[config.mk]
export PLATFORM = sky130hd
export DESIGN_NAME = apc_top
export DESIGN_NICKNAME = d
export VERILOG_FILES = /design/src/apc_pkg.sv /design/src/apc_top.sv /design/src/apc_palette_mem.sv
export SDC_FILE = /design/constraint.sdc
export NUM_CORES = 1
export LEC_CHECK = 0
export BUFFER_PORTS_ARGS = -buffer_cell sky130_fd_sc_hd__buf_2
export CORE_ASPECT_RATIO = 0.5
export CORE_MARGIN = 1.5
export CORE_UTILIZATION = 26
export DETAILED_ROUTE_END_ITERATION = 16
export PLACE_DENSITY = 0.48
export SYNTH_ARGS = -nofsm -noshare
export SYNTH_HDL_FRONTEND = slang
export SYNTH_SLANG_ARGS = --single-unit
[constraint.sdc]
create_clock -name sys_clk_in -period 8.4 [get_ports sys_clk_in]
set_input_delay 2.1 -clock sys_clk_in [delete_from_list [all_inputs] [get_ports sys_clk_in]]
set_output_delay 2.1 -clock sys_clk_in [all_outputs]
set_load 0.03 [all_outputs]
[src/apc_pkg.sv]
// Notes on behaviour
// - Index bits 4:0 select the internal register for the next data access.
// - Reading input status one resets the port pointer to the index.
// - Index bit 5 low lets host load palette; high lets pixels address it.
// - Outside 256-colour mode a 4-bit pixel picks one of 16 entries.
// - In 256-colour mode pixel bytes bypass the palette and index the external lookup table.
// - Mode bit 7 takes colour bits 5:4 from colour-select bits 1:0.
// - Colour-select bits 3:2 give colour output bits 7:6.
// - Mode bit 0 selects text when zero, graphics when one.
// - Line graphics bit copies dot eight into dot nine for codes C0h-DFh.
// - Mode bit 3 makes attribute bit 7 blink, else background intensity.
// - Pan compatibility forces pan zero after line compare until vsync.
// - Plane enable bits 3:0 pass or block each memory map.
// - Plane enable bits 5:4 select colour bit pair for status diagnostics.
// - Pan count shift depends on mode: nine-dot, mode 13h or plain.
package apc_pkg;
    localparam logic [15:0] ATTR_WR_PORT = 16'h03c0;
    localparam logic [15:0] ATTR_RD_PORT = 16'h03c1;
    localparam logic [15:0] STATUS_PORT = 16'h03da;
    localparam logic [4:0] IDX_MODE = 5'h10;
    localparam logic [4:0] IDX_BORDER = 5'h11;
    localparam logic [4:0] IDX_PLANE = 5'h12;
    localparam logic [4:0] IDX_PAN = 5'h13;
    localparam logic [4:0] IDX_CSEL = 5'h14;
    localparam int MODE_GFX_BIT = 0;
    localparam int MODE_LGE_BIT = 2;
    localparam int MODE_BLINK_BIT = 3;
    localparam int MODE_PANC_BIT = 5;
    localparam int MODE_256_BIT = 6;
    localparam int MODE_CSRC_BIT = 7;
    localparam int IDX_PAS_BIT = 5;
    localparam logic [7:0] LG_LO = 8'hc0;
    localparam logic [7:0] LG_HI = 8'hdf;
    localparam logic [7:0] RESET_BYTE = 8'h00;
    localparam logic [5:0] RESET_IDX = 6'h00;
    localparam int BLINK_CYCLES = 16;
endpackage

[src/apc_top.sv]
`timescale 1ns/1ps
`default_nettype none
module apc_top (
    input wire logic sys_clk_in,
    input wire logic rst_in,
    input wire logic [15:0] io_addr_in,
    input wire logic io_wr_in,
    input wire logic io_rd_in,
    input wire logic [7:0] io_wdata_in,
    output logic [7:0] io_rdata_out,
    output logic [1:0] status_diag_out,
    input wire logic [3:0] pixel_in,
    input wire logic [7:0] pixel8_in,
    input wire logic [7:0] char_code_in,
    input wire logic [7:0] attr_in,
    input wire logic ninth_dot_in,
    input wire logic eighth_dot_in,
    input wire logic fg_dot_in,
    input wire logic line_cmp_in,
    input wire logic vsync_in,
    input wire logic nine_dot_in,
    output logic [7:0] color_out,
    output logic [3:0] pan_shift_out,
    output logic text_mode_out,
    output logic blink_mode_out
);
    typedef struct packed {
        logic data_phase;
        logic [5:0] index;
        logic [7:0] mode;
        logic [7:0] border;
        logic [7:0] plane;
        logic [7:0] pan;
        logic [7:0] csel;
        logic pan_force;
        logic [7:0] rdata;
        logic [1:0] diag;
        logic [7:0] color;
        logic [3:0] shift;
        logic [4:0] blink_cnt;
        logic blink_phase;
        logic text_mode;
        logic vs_lvl;
    } apc_state_t;

    apc_state_t st_r;
    apc_state_t st_nxt;
    logic [2:0] vs_sync_r;
    logic [5:0] pal_host;
    logic [5:0] pal_pix;
    logic pal_we;
    logic [3:0] pix_idx;
    logic [3:0] pix_mask;
    logic [7:0] final_col;
    logic bg_dot;
    logic [3:0] attr_nib;

    // Vsync from the CRT side, three-stage
    always_ff @(posedge sys_clk_in or posedge rst_in) begin
        if (rst_in) begin
            vs_sync_r <= 3'b000;
        end else begin
            vs_sync_r <= {vs_sync_r[1:0], vsync_in};
        end
    end

    // Palette writes only while host owns it
    assign pal_we = io_wr_in && io_addr_in == apc_pkg::ATTR_WR_PORT && st_r.data_phase
        && st_r.index[4] == 1'b0 && !st_r.index[apc_pkg::IDX_PAS_BIT];

    // Pixel index: text uses attribute nibble, graphics uses planes
    always_comb begin
        bg_dot = 1'b0;
        attr_nib = attr_in[3:0];
        if (!st_r.mode[apc_pkg::MODE_GFX_BIT]) begin
            bg_dot = ninth_dot_in ? ((st_r.mode[apc_pkg::MODE_LGE_BIT]
                && char_code_in >= apc_pkg::LG_LO && char_code_in <= apc_pkg::LG_HI)
                ? !eighth_dot_in : 1'b1) : !fg_dot_in;
            if (st_r.mode[apc_pkg::MODE_BLINK_BIT]) begin
                attr_nib = bg_dot ? {1'b0, attr_in[6:4]} : attr_in[3:0];
                if (!bg_dot && attr_in[7] && st_r.blink_phase) begin
                    attr_nib = {1'b0, attr_in[6:4]};
                end
            end else begin
                attr_nib = bg_dot ? attr_in[7:4] : attr_in[3:0];
            end
        end
    end

    assign pix_mask = st_r.plane[3:0];
    assign pix_idx = (st_r.mode[apc_pkg::MODE_GFX_BIT] ? pixel_in : attr_nib) & pix_mask;

    apc_palette_mem #(.DEPTH(16), .WIDTH(6)) u_pal (
        .sys_clk_in(sys_clk_in),
        .rst_in(rst_in),
        .wr_en_in(pal_we),
        .wr_addr_in(st_r.index[3:0]),
        .wr_data_in(io_wdata_in[5:0]),
        .host_addr_in(st_r.index[3:0]),
        .pix_addr_in(pix_idx),
        .host_data_out(pal_host),
        .pix_data_out(pal_pix)
    );

    // Colour formation from palette and select
    always_comb begin
        final_col = {st_r.csel[3:2], pal_pix};
        if (st_r.mode[apc_pkg::MODE_CSRC_BIT]) begin
            final_col[5:4] = st_r.csel[1:0];
        end
        if (st_r.mode[apc_pkg::MODE_256_BIT]) begin
            final_col = pixel8_in;
        end
        if (!st_r.index[apc_pkg::IDX_PAS_BIT]) begin
            final_col = st_r.border;
        end
    end

    // Next-state logic for port, registers and video
    always_comb begin
        st_nxt = st_r;
        if (io_rd_in && io_addr_in == apc_pkg::STATUS_PORT) begin
            st_nxt.data_phase = 1'b0;
        end else if (io_wr_in && io_addr_in == apc_pkg::ATTR_WR_PORT) begin
            st_nxt.data_phase = !st_r.data_phase;
            if (!st_r.data_phase) begin
                st_nxt.index = io_wdata_in[5:0];
            end else begin
                case (st_r.index[4:0])
                    apc_pkg::IDX_MODE: st_nxt.mode = io_wdata_in;
                    apc_pkg::IDX_BORDER: st_nxt.border = io_wdata_in;
                    apc_pkg::IDX_PLANE: st_nxt.plane = {2'b00, io_wdata_in[5:0]};
                    apc_pkg::IDX_PAN: st_nxt.pan = {4'h0, io_wdata_in[3:0]};
                    apc_pkg::IDX_CSEL: st_nxt.csel = {4'h0, io_wdata_in[3:0]};
                    default: st_nxt.mode = st_r.mode;
                endcase
            end
        end
        if (io_rd_in && io_addr_in == apc_pkg::ATTR_RD_PORT) begin
            case (st_r.index[4:0])
                apc_pkg::IDX_MODE: st_nxt.rdata = st_r.mode;
                apc_pkg::IDX_BORDER: st_nxt.rdata = st_r.border;
                apc_pkg::IDX_PLANE: st_nxt.rdata = st_r.plane;
                apc_pkg::IDX_PAN: st_nxt.rdata = st_r.pan;
                apc_pkg::IDX_CSEL: st_nxt.rdata = st_r.csel;
                default: st_nxt.rdata = st_r.index[4] ? 8'h00 : {2'b00, pal_host};
            endcase
        end else if (io_rd_in && io_addr_in == apc_pkg::ATTR_WR_PORT) begin
            st_nxt.rdata = {2'b00, st_r.index};
        end
        // Status mux of colour pairs
        case (st_r.plane[5:4])
            2'b00: st_nxt.diag = {st_r.color[2], st_r.color[0]};
            2'b01: st_nxt.diag = {st_r.color[5], st_r.color[4]};
            2'b10: st_nxt.diag = {st_r.color[3], st_r.color[1]};
            default: st_nxt.diag = {st_r.color[7], st_r.color[6]};
        endcase
        // Split-screen pan suppression
        if (vs_sync_r[2] && vs_sync_r[1]) begin
            st_nxt.pan_force = 1'b0;
        end else if (line_cmp_in && st_r.mode[apc_pkg::MODE_PANC_BIT]) begin
            st_nxt.pan_force = 1'b1;
        end
        if (!st_r.mode[apc_pkg::MODE_PANC_BIT]) begin
            st_nxt.pan_force = 1'b0;
        end
        // Shift amount per mode
        if (st_r.pan_force) begin
            st_nxt.shift = 4'h0;
        end else if (nine_dot_in && !st_r.mode[apc_pkg::MODE_GFX_BIT]) begin
            st_nxt.shift = st_r.pan[3:0] >= 4'h8 ? 4'h0 : st_r.pan[3:0] + 4'h1;
        end else if (st_r.mode[apc_pkg::MODE_256_BIT]) begin
            st_nxt.shift = {1'b0, st_r.pan[3:1]};
        end else begin
            st_nxt.shift = st_r.pan[3:0] > 4'h8 ? 4'h8 : st_r.pan[3:0];
        end
        st_nxt.color = final_col;
        // Text flag registered with the mode it follows
        st_nxt.text_mode = !st_nxt.mode[apc_pkg::MODE_GFX_BIT];
        // Settled vsync level, taken once the last two stages agree
        if (vs_sync_r[1] == vs_sync_r[2]) begin
            st_nxt.vs_lvl = vs_sync_r[2];
        end
        // Blink phase counts settled vsync rises
        if (vs_sync_r[1] && vs_sync_r[2] && !st_r.vs_lvl) begin
            if (st_r.blink_cnt == 5'(apc_pkg::BLINK_CYCLES - 1)) begin
                st_nxt.blink_cnt = 5'h00;
                st_nxt.blink_phase = !st_r.blink_phase;
            end else begin
                st_nxt.blink_cnt = st_r.blink_cnt + 5'h01;
            end
        end
    end

    // State register
    always_ff @(posedge sys_clk_in or posedge rst_in) begin
        if (rst_in) begin
            st_r <= '0;
        end else begin
            st_r <= st_nxt;
        end
    end

    assign io_rdata_out = st_r.rdata;
    assign status_diag_out = st_r.diag;
    assign color_out = st_r.color;
    assign pan_shift_out = st_r.shift;
    assign text_mode_out = st_r.text_mode;
    assign blink_mode_out = st_r.mode[apc_pkg::MODE_BLINK_BIT];

    // Status read returns pointer to index
    ptr_reset_a: assert property (@(posedge sys_clk_in) disable iff (rst_in)
        (io_rd_in && io_addr_in == apc_pkg::STATUS_PORT) |=> !st_r.data_phase)
        else $error("pointer not reset by status read");
    // Each port write flips the pointer
    ptr_toggle_a: assert property (@(posedge sys_clk_in) disable iff (rst_in)
        (io_wr_in && io_addr_in == apc_pkg::ATTR_WR_PORT && !io_rd_in)
        |=> st_r.data_phase != $past(st_r.data_phase))
        else $error("pointer did not alternate");
    // Index-phase write loads the index
    idx_load_a: assert property (@(posedge sys_clk_in) disable iff (rst_in)
        (io_wr_in && io_addr_in == apc_pkg::ATTR_WR_PORT && !st_r.data_phase)
        |=> st_r.index == $past(io_wdata_in[5:0]))
        else $error("index not loaded");
    // Read of the write port shows the index
    idx_read_a: assert property (@(posedge sys_clk_in) disable iff (rst_in)
        (io_rd_in && io_addr_in == apc_pkg::ATTR_WR_PORT)
        |=> io_rdata_out == {2'b00, $past(st_r.index)})
        else $error("index read back wrong");
    // Colour set bits on top of the code
    csel_high_a: assert property (@(posedge sys_clk_in) disable iff (rst_in)
        (st_r.index[5] && !st_r.mode[6] && $stable(st_r.csel))
        |=> color_out[7:6] == $past(st_r.csel[3:2]))
        else $error("colour set bits wrong");
    // Alternate source for bits 5:4
    csrc_sub_a: assert property (@(posedge sys_clk_in) disable iff (rst_in)
        (st_r.index[5] && st_r.mode[7] && !st_r.mode[6] && $stable(st_r.csel))
        |=> color_out[5:4] == $past(st_r.csel[1:0]))
        else $error("colour bits 5:4 not substituted");
    // Packed pixels pass straight through
    pass_256_a: assert property (@(posedge sys_clk_in) disable iff (rst_in)
        (st_r.index[5] && st_r.mode[6]) |=> color_out == $past(pixel8_in))
        else $error("packed pixel not passed");
    // Host ownership shows the border
    border_show_a: assert property (@(posedge sys_clk_in) disable iff (rst_in)
        (!st_r.index[5]) |=> color_out == $past(st_r.border))
        else $error("border not shown while host owns palette");
    // Split-screen suppression of the pan
    pan_force_a: assert property (@(posedge sys_clk_in) disable iff (rst_in)
        (st_r.pan_force) |=> pan_shift_out == 4'h0)
        else $error("pan not forced to zero");
    // Status mux pair
    diag_mux_a: assert property (@(posedge sys_clk_in) disable iff (rst_in)
        (st_r.plane[5:4] == 2'b01) |=> status_diag_out == $past(st_r.color[5:4]))
        else $error("status mux wrong pair");
    // Nine-dot count 8 wraps to zero
    pan_nine_a: assert property (@(posedge sys_clk_in) disable iff (rst_in)
        (!st_r.pan_force && nine_dot_in && !st_r.mode[0] && st_r.pan[3:0] == 4'h8)
        |=> pan_shift_out == 4'h0)
        else $error("nine-dot count 8 not zero");
    // Plain graphics pans by the count
    pan_plain_a: assert property (@(posedge sys_clk_in) disable iff (rst_in)
        (!st_r.pan_force && st_r.mode[0] && !st_r.mode[6] && st_r.pan[3:0] <= 4'h8)
        |=> pan_shift_out == $past(st_r.pan[3:0]))
        else $error("plain pan count wrong");
    // Packed mode pans by half the count
    pan_half_a: assert property (@(posedge sys_clk_in) disable iff (rst_in)
        (!st_r.pan_force && st_r.mode[0] && st_r.mode[6])
        |=> pan_shift_out == {1'b0, $past(st_r.pan[3:1])})
        else $error("packed mode pan not halved");
    // Data write during display leaves the entry untouched
    pal_block_a: assert property (@(posedge sys_clk_in) disable iff (rst_in)
        (io_wr_in && io_addr_in == apc_pkg::ATTR_WR_PORT && st_r.data_phase
        && st_r.index[5] && !st_r.index[4]) |=> ##1 pal_host == $past(pal_host))
        else $error("palette written during display");
endmodule
`default_nettype wire

[src/apc_palette_mem.sv]
`timescale 1ns/1ps
`default_nettype none
module apc_palette_mem #(
    parameter int DEPTH = 16,
    parameter int WIDTH = 6
) (
    input wire logic sys_clk_in,
    input wire logic rst_in,
    input wire logic wr_en_in,
    input wire logic [$clog2(DEPTH)-1:0] wr_addr_in,
    input wire logic [WIDTH-1:0] wr_data_in,
    input wire logic [$clog2(DEPTH)-1:0] host_addr_in,
    input wire logic [$clog2(DEPTH)-1:0] pix_addr_in,
    output logic [WIDTH-1:0] host_data_out,
    output logic [WIDTH-1:0] pix_data_out
);
    logic [WIDTH-1:0] mem_r [DEPTH];
    // Storage and two registered read ports
    always_ff @(posedge sys_clk_in or posedge rst_in) begin
        if (rst_in) begin
            for (int i = 0; i < DEPTH; i++) begin
                mem_r[i] <= '0;
            end
            host_data_out <= '0;
            pix_data_out <= '0;
        end else begin
            if (wr_en_in) begin
                mem_r[wr_addr_in] <= wr_data_in;
            end
            host_data_out <= mem_r[host_addr_in];
            pix_data_out <= mem_r[pix_addr_in];
        end
    end
endmodule
`default_nettype wire

; After elaboration in Yosys (flattened, before gate mapping)
; Cells that the tools add are included.
[op_classes]
n_addsub = 2
n_lt_le_gt_ge = 7
eq_ne = 13
muxes = 43
bitwise_logic = 6
reduce_logical = 35
[op_table]
columns = op, n
row1 = $bwmux 96, 1
row2 = $bmux 6 s4, 2
row3 = $eq 16x10->1 const B, 3
row4 = $mux 4, 12
row5 = $mux 6, 8
row6 = $mux 8, 6
row7 = $mux 47, 1
row8 = $mux 40, 1
row9 = $pmux 8 s5, 1
row10 = $mux 33, 1
row11 = $eq 5x5->1 const B, 5
row12 = $demux 6 s4, 1
row13 = $reduce_and 4->1, 5
row14 = $logic_and 1x1->1, 16
row15 = $ge 5x5->1 const B, 2
row16 = $not 4->5, 2
row17 = $logic_not 1->1, 9
row18 = $ge 8x8->1 const B, 1
row19 = $le 8x8->1 const B, 1
row20 = $mux 1, 6
row21 = $pmux 2 s3, 1
row22 = $add 5x1->5 const B, 1
row23 = $eq 5x4->1 const B, 1
row24 = $lt 5x1->1 const B, 1
row25 = other kinds (15), 18
[word_totals]
regBits = 179
in_bits = 62

; Logic depth before layout (Yosys ltp)
[depth]
depth_word = 16
depth_mapped = 8

; Hierarchy
; Synthesis repeated with hierarchy kept, for this count alone.
[unflattened]
hier_cells = 697
hier_area_um2 = 9243.9
[by_module_without_submodules]
columns = module, n_inst, cells_per_inst, area_per_inst_um2
row1 = apc_palette_mem, 1, 347, 5395.2
row2 = apc_top, 1, 350, 3848.7

; Worst setup path after synthesis
; OpenSTA, ideal clock, no wires.
[synth_path]
path_kind = input port to flip-flop
from = input port ninth_dot_in
to = register u_pal.pix_data_out[4]
arrival_ps = 4200
t_required_ps = 8261
path_slack_ps = 4061
stages = 8
n_path_buf = 2
cell_sequence = mux2_2 -> o2111a_1 -> a211oi_1 -> buf_2 -> buf_2 -> mux2i_1 -> o22ai_1 -> or4_1
[synth_via]
elab_chain_len = 12
elab_cells_between_ends = 14
cone_classes = 9 x mux / 2 x bitwise / 3 x reduce/logical
[synth_rtl]
columns = element, line
row1 = start: declaration, apc_top.sv:16  ; input wire logic ninth_dot_in,
row2 = $mux 1 (*), apc_top.sv:76  ; bg_dot = ninth_dot_in ? ((st_r.mode[apc_pkg::MODE_LGE_BIT]
row3 = $logic_not 1->1, apc_top.sv:81  ; if (!bg_dot && attr_in[7] && st_r.blink_phase) begin
row4 = $logic_and 1x1->1 (2 in series), apc_top.sv:81
row5 = $mux 4, apc_top.sv:81
row6 = $mux 4 (*), apc_top.sv:79  ; if (st_r.mode[apc_pkg::MODE_BLINK_BIT]) begin
row7 = $mux 4 (*), apc_top.sv:91  ; assign pix_idx = (st_r.mode[apc_pkg::MODE_GFX_BIT] ? pixel_in : attr_nib) & pix_mask;
row8 = $and 4x4->4 (*), apc_top.sv:91
row9 = $not 4->5 (implied by the code) (*), apc_palette_mem.sv:31  ; pix_data_out <= mem_r[pix_addr_in];
row10 = $bmux 6 s4 (*), apc_palette_mem.sv:31
row11 = $mux 6 (implied by the code) (*) (2 in series), apc_palette_mem.sv:31
row12 = end signal: assignment, apc_palette_mem.sv:31
row13 = end: declaration, apc_palette_mem.sv:15  ; output logic [WIDTH-1:0] pix_data_out
; Every way passes the cells marked *; elsewhere a longest branch is shown, timed or not. The select of a mux whose other input is x is not followed.
; A chain may end at the register's enable or synchronous reset.

; Final worst setup path
[layout_path]
from = input port ninth_dot_in
to = register u_pal.pix_data_out[5]
; The elaborated chain is that of the path after synthesis.

==> qor.csv <==
metric,value,unit
status,"finished, final reports clean",
synth_simple_gate_area_frac,0.0784,
synth-main-ff-cell,dfrtp_1,
worst_hold_startpoint,vs_sync_r[0],
core,34700,um^2
postCtsHoldBufs,0,
cts_buffers,17,
worst-setup-path-type,in -> reg,
synthAdderAreaFrac,0.00541,
cts.sink_count,179,
min_period_over_period,0.544,
grt_pass1_wl,38700,um
final_hold_viol_count,0,
clock_skew,0.0109,ns
cts_tree,done,
ys_ff_latch,179,
cts-root-buf,clkbuf_16,
cellPowerDensity,172,nW/um^2
end_kind,flip-flop,
synth_xor_area_frac,0.00189,
cpLargestDelayFamily,buffers and inverters,
fin_setup_tns,0,ns
clk_latency,0.44,ns
nets,825,
critPathLaunch,ninth_dot_in,
worst_hold_path.endpoint,vs_sync_r[1],
initial_core_util,0.266,
synth_top_family_by_area,multiplexers,
crit_fanout,48,
ir_worst_vdd,0.144,mV
dpl.cell_count,1215,
synth_edf_count,0,
antenna_left,0,
path_cells,buf_2 > mux2_2 > o2111a_1 > a211oi_4 > buf_4 > mux2i_1 > o22ai_1 > or4_1,
reg2reg_to,u_pal.pix_data_out[5],
vias,6083,
rows,48,
post_cts_resized,0,
drv_slew,0,
design_area,10600,um^2
drv_cap,0,
r2r_setup_slack,5.23,ns
fin_cells,1248,
required,8.68,ns
critPathArrivalTime,4.85,ns
avgSynthCellArea,12.9,um^2
synth_cell_types,54,
fp.dieH,136,um
slowest_stage,buf_4,
synth-compound-area-share,0.0625,
leakagePower,4.68,nW
syn_area,9250,um^2
async_flop_share,1.00,
met3_usage,0.0302,
regArea,4480,um^2
syn2layout_area_growth,14.8,%
timing.hold.ws,0.346,ns
final_cell_mix,"177 x dfrtp_1, 135 x mux2_2, 80 x buf_2",
wl_per_cell,20.0,um
grt-ovfl-total,0,
grt_max_degree,97,
start_kind,input port,
syn-num-nets,784,
cpPeakStageDelay,0.70,ns
cts_max_path_buffers,2,
cp_num_buf_inv,2,
fill_cells,3555,
layout-drive-gt1-share,0.391,
dieArea,36800,um^2
drtPass1Iterations,4,
clk_pin_slew_worst_paths,0.07,ns
seq_area_frac_synth,0.485,
rsz0062_at_grt,false,
final_common_cell,dfrtp_1,
numPortBuffers,80,
grt_pass1_vias,6246,
viasPerCell,4.87,
dp_hpwl,17400,um
reg2reg_depth,7,
yosys-mux-area-fraction,0.329,
max_slew_margin,0.372,
grt.met2_usage,0.231,
drt-initial-drc-count,525,
r2r_start,st_r[65],
met1_usage,0.186,
cts-htree-levels,4,
drt_wl_total,25000,um
cts_setup_buffers,0,
ys.warnings.count,0,
synthCells,718,
postPlaceCellArea,9970,um^2
multiInputGateArea,4420,um^2
drc_errors,0,
grt.total_usage,0.140,
grt.busiest_layer,met2,
die_w,270,um
worst_slew_pin_slew,0.943,ns
worstHoldPathCells,0,
ios,86,
grt_antenna_before_repair,1,
final_core_util,0.306,
clock.fmax,219,MHz
gp_congestion,0.825,
finalSetupViolCount,0,
fin_crit,4.57,ns
hp-class,reg -> reg,
==> final cells by class <==
type                            instances  area share
Inverter                                9     0.00366
Timing Repair Buffer                   85      0.0413
Tap cell                              475      0.0560
Sequential cell                       179       0.422
Antenna cell                            1    0.000236
Clock buffer                           20      0.0430
Multi-Input combinational cell        467       0.417
Clock inverter                         12      0.0167
==> how the worst max path moves through the flow <==
stage | endpoint | slack [ns] | depth (start not counted)
global route | u_pal.pix_data_out[5] | 3.75 | 8
global placement | u_pal.pix_data_out[5] | 3.40 | 8
floorplan | blink_mode_out | 1.44 | 1
CTS | u_pal.pix_data_out[5] | 3.84 | 8
detailed placement | u_pal.pix_data_out[5] | 3.37 | 8
finish | u_pal.pix_data_out[5] | 3.83 | 8
==> Yosys cell counts, drive strengths merged (2+ instances only) <==
| cell | n | area, um^2 |
|---|---|---|
| o22ai | 25 | 156 |
| o21ai | 20 | 100 |
| and2 | 3 | 18.8 |
| a211oi | 2 | 15.0 |
| inv | 9 | 33.8 |
| nand2 | 34 | 128 |
| nor2 | 27 | 111 |
| buf | 31 | 203 |
| a221oi | 2 | 17.5 |
| nand3 | 11 | 55.1 |
| nor3 | 7 | 57.6 |
| and3 | 2 | 12.5 |
| clkbuf | 32 | 120 |
| mux2i | 73 | 731 |
| dfrtp | 179 | 4480 |
| nand2b | 4 | 25.0 |
| a221o | 2 | 20.0 |
| mux2 | 137 | 1540 |
| or4 | 7 | 56.3 |
| o2111ai | 2 | 17.5 |
| o211ai | 9 | 67.6 |
| nor2b | 8 | 50.1 |
| a31oi | 3 | 18.8 |
| nand3b | 2 | 15.0 |
| o21a | 3 | 22.5 |
| nand4 | 8 | 50.1 |
| nor3b | 4 | 30.0 |
| o211a | 3 | 30.0 |
| a22o | 2 | 17.5 |
| ha | 4 | 50.1 |
| or2 | 3 | 18.8 |
| nand4b | 2 | 17.5 |
| mux4 | 34 | 766 |
| a21oi | 10 | 50.1 |
==> routing by layer <==
layer  up-vias  wire [um]
li1       2758          -
met3        24       1050
met4         0        370
met1      3178      11700
met2       123      11900
met5         -          0
==> per-stage QoR <==
step	total power, W	setup slack, ns
after floorplan	0.000942	1.44
after global placement	0.000975	3.40
after detailed placement	0.000978	3.37
after CTS	0.00185	3.84
after global routing	0.00189	3.75
final	0.00183	3.83
==> cells by family after synthesis <==
| group | after synthesis |
|---|---|
| buffers and inverters | 72 |
| flip-flops | 179 |
| XOR/XNOR | 2 |
| adder cells (fa/ha/maj) | 4 |
| multiplexers | 244 |
| AO/OA/AOI/OAI | 88 |
| AND/OR/NAND/NOR | 129 |
==> sequential cells by signal, indices dropped and copies added, names as in the netlist, 3 cells and up <==
name,flops
color_out,8
st_r,40
u_pal.pix_data_out,6
io_rdata_out,8
pan_shift_out,4
pix_mask,4
u_pal.mem_r,96
u_pal.host_data_out,6
vs_sync_r,3
==> worst reg2reg max path, delay by kind of cell, from the launching register on <==
| kind | cells | cell delay, ns |
|---|---|---|
| DFF | 1 | 0.45 |
| AOI/OAI and AO/OA | 3 | 0.65 |
| muxes | 1 | 0.32 |
| buffers and inverters | 1 | 0.70 |
| and+or+nand+nor | 2 | 0.89 |
==> report_power, final <==
part,internal [W],leakage [nW],switching [W]
combinational,0.0000251,1.91,0.0000487
clock,0.000514,0.299,0.000353
sequential,0.000873,2.47,0.0000127
Note: power is estimated with default switching activity, not from simulation.
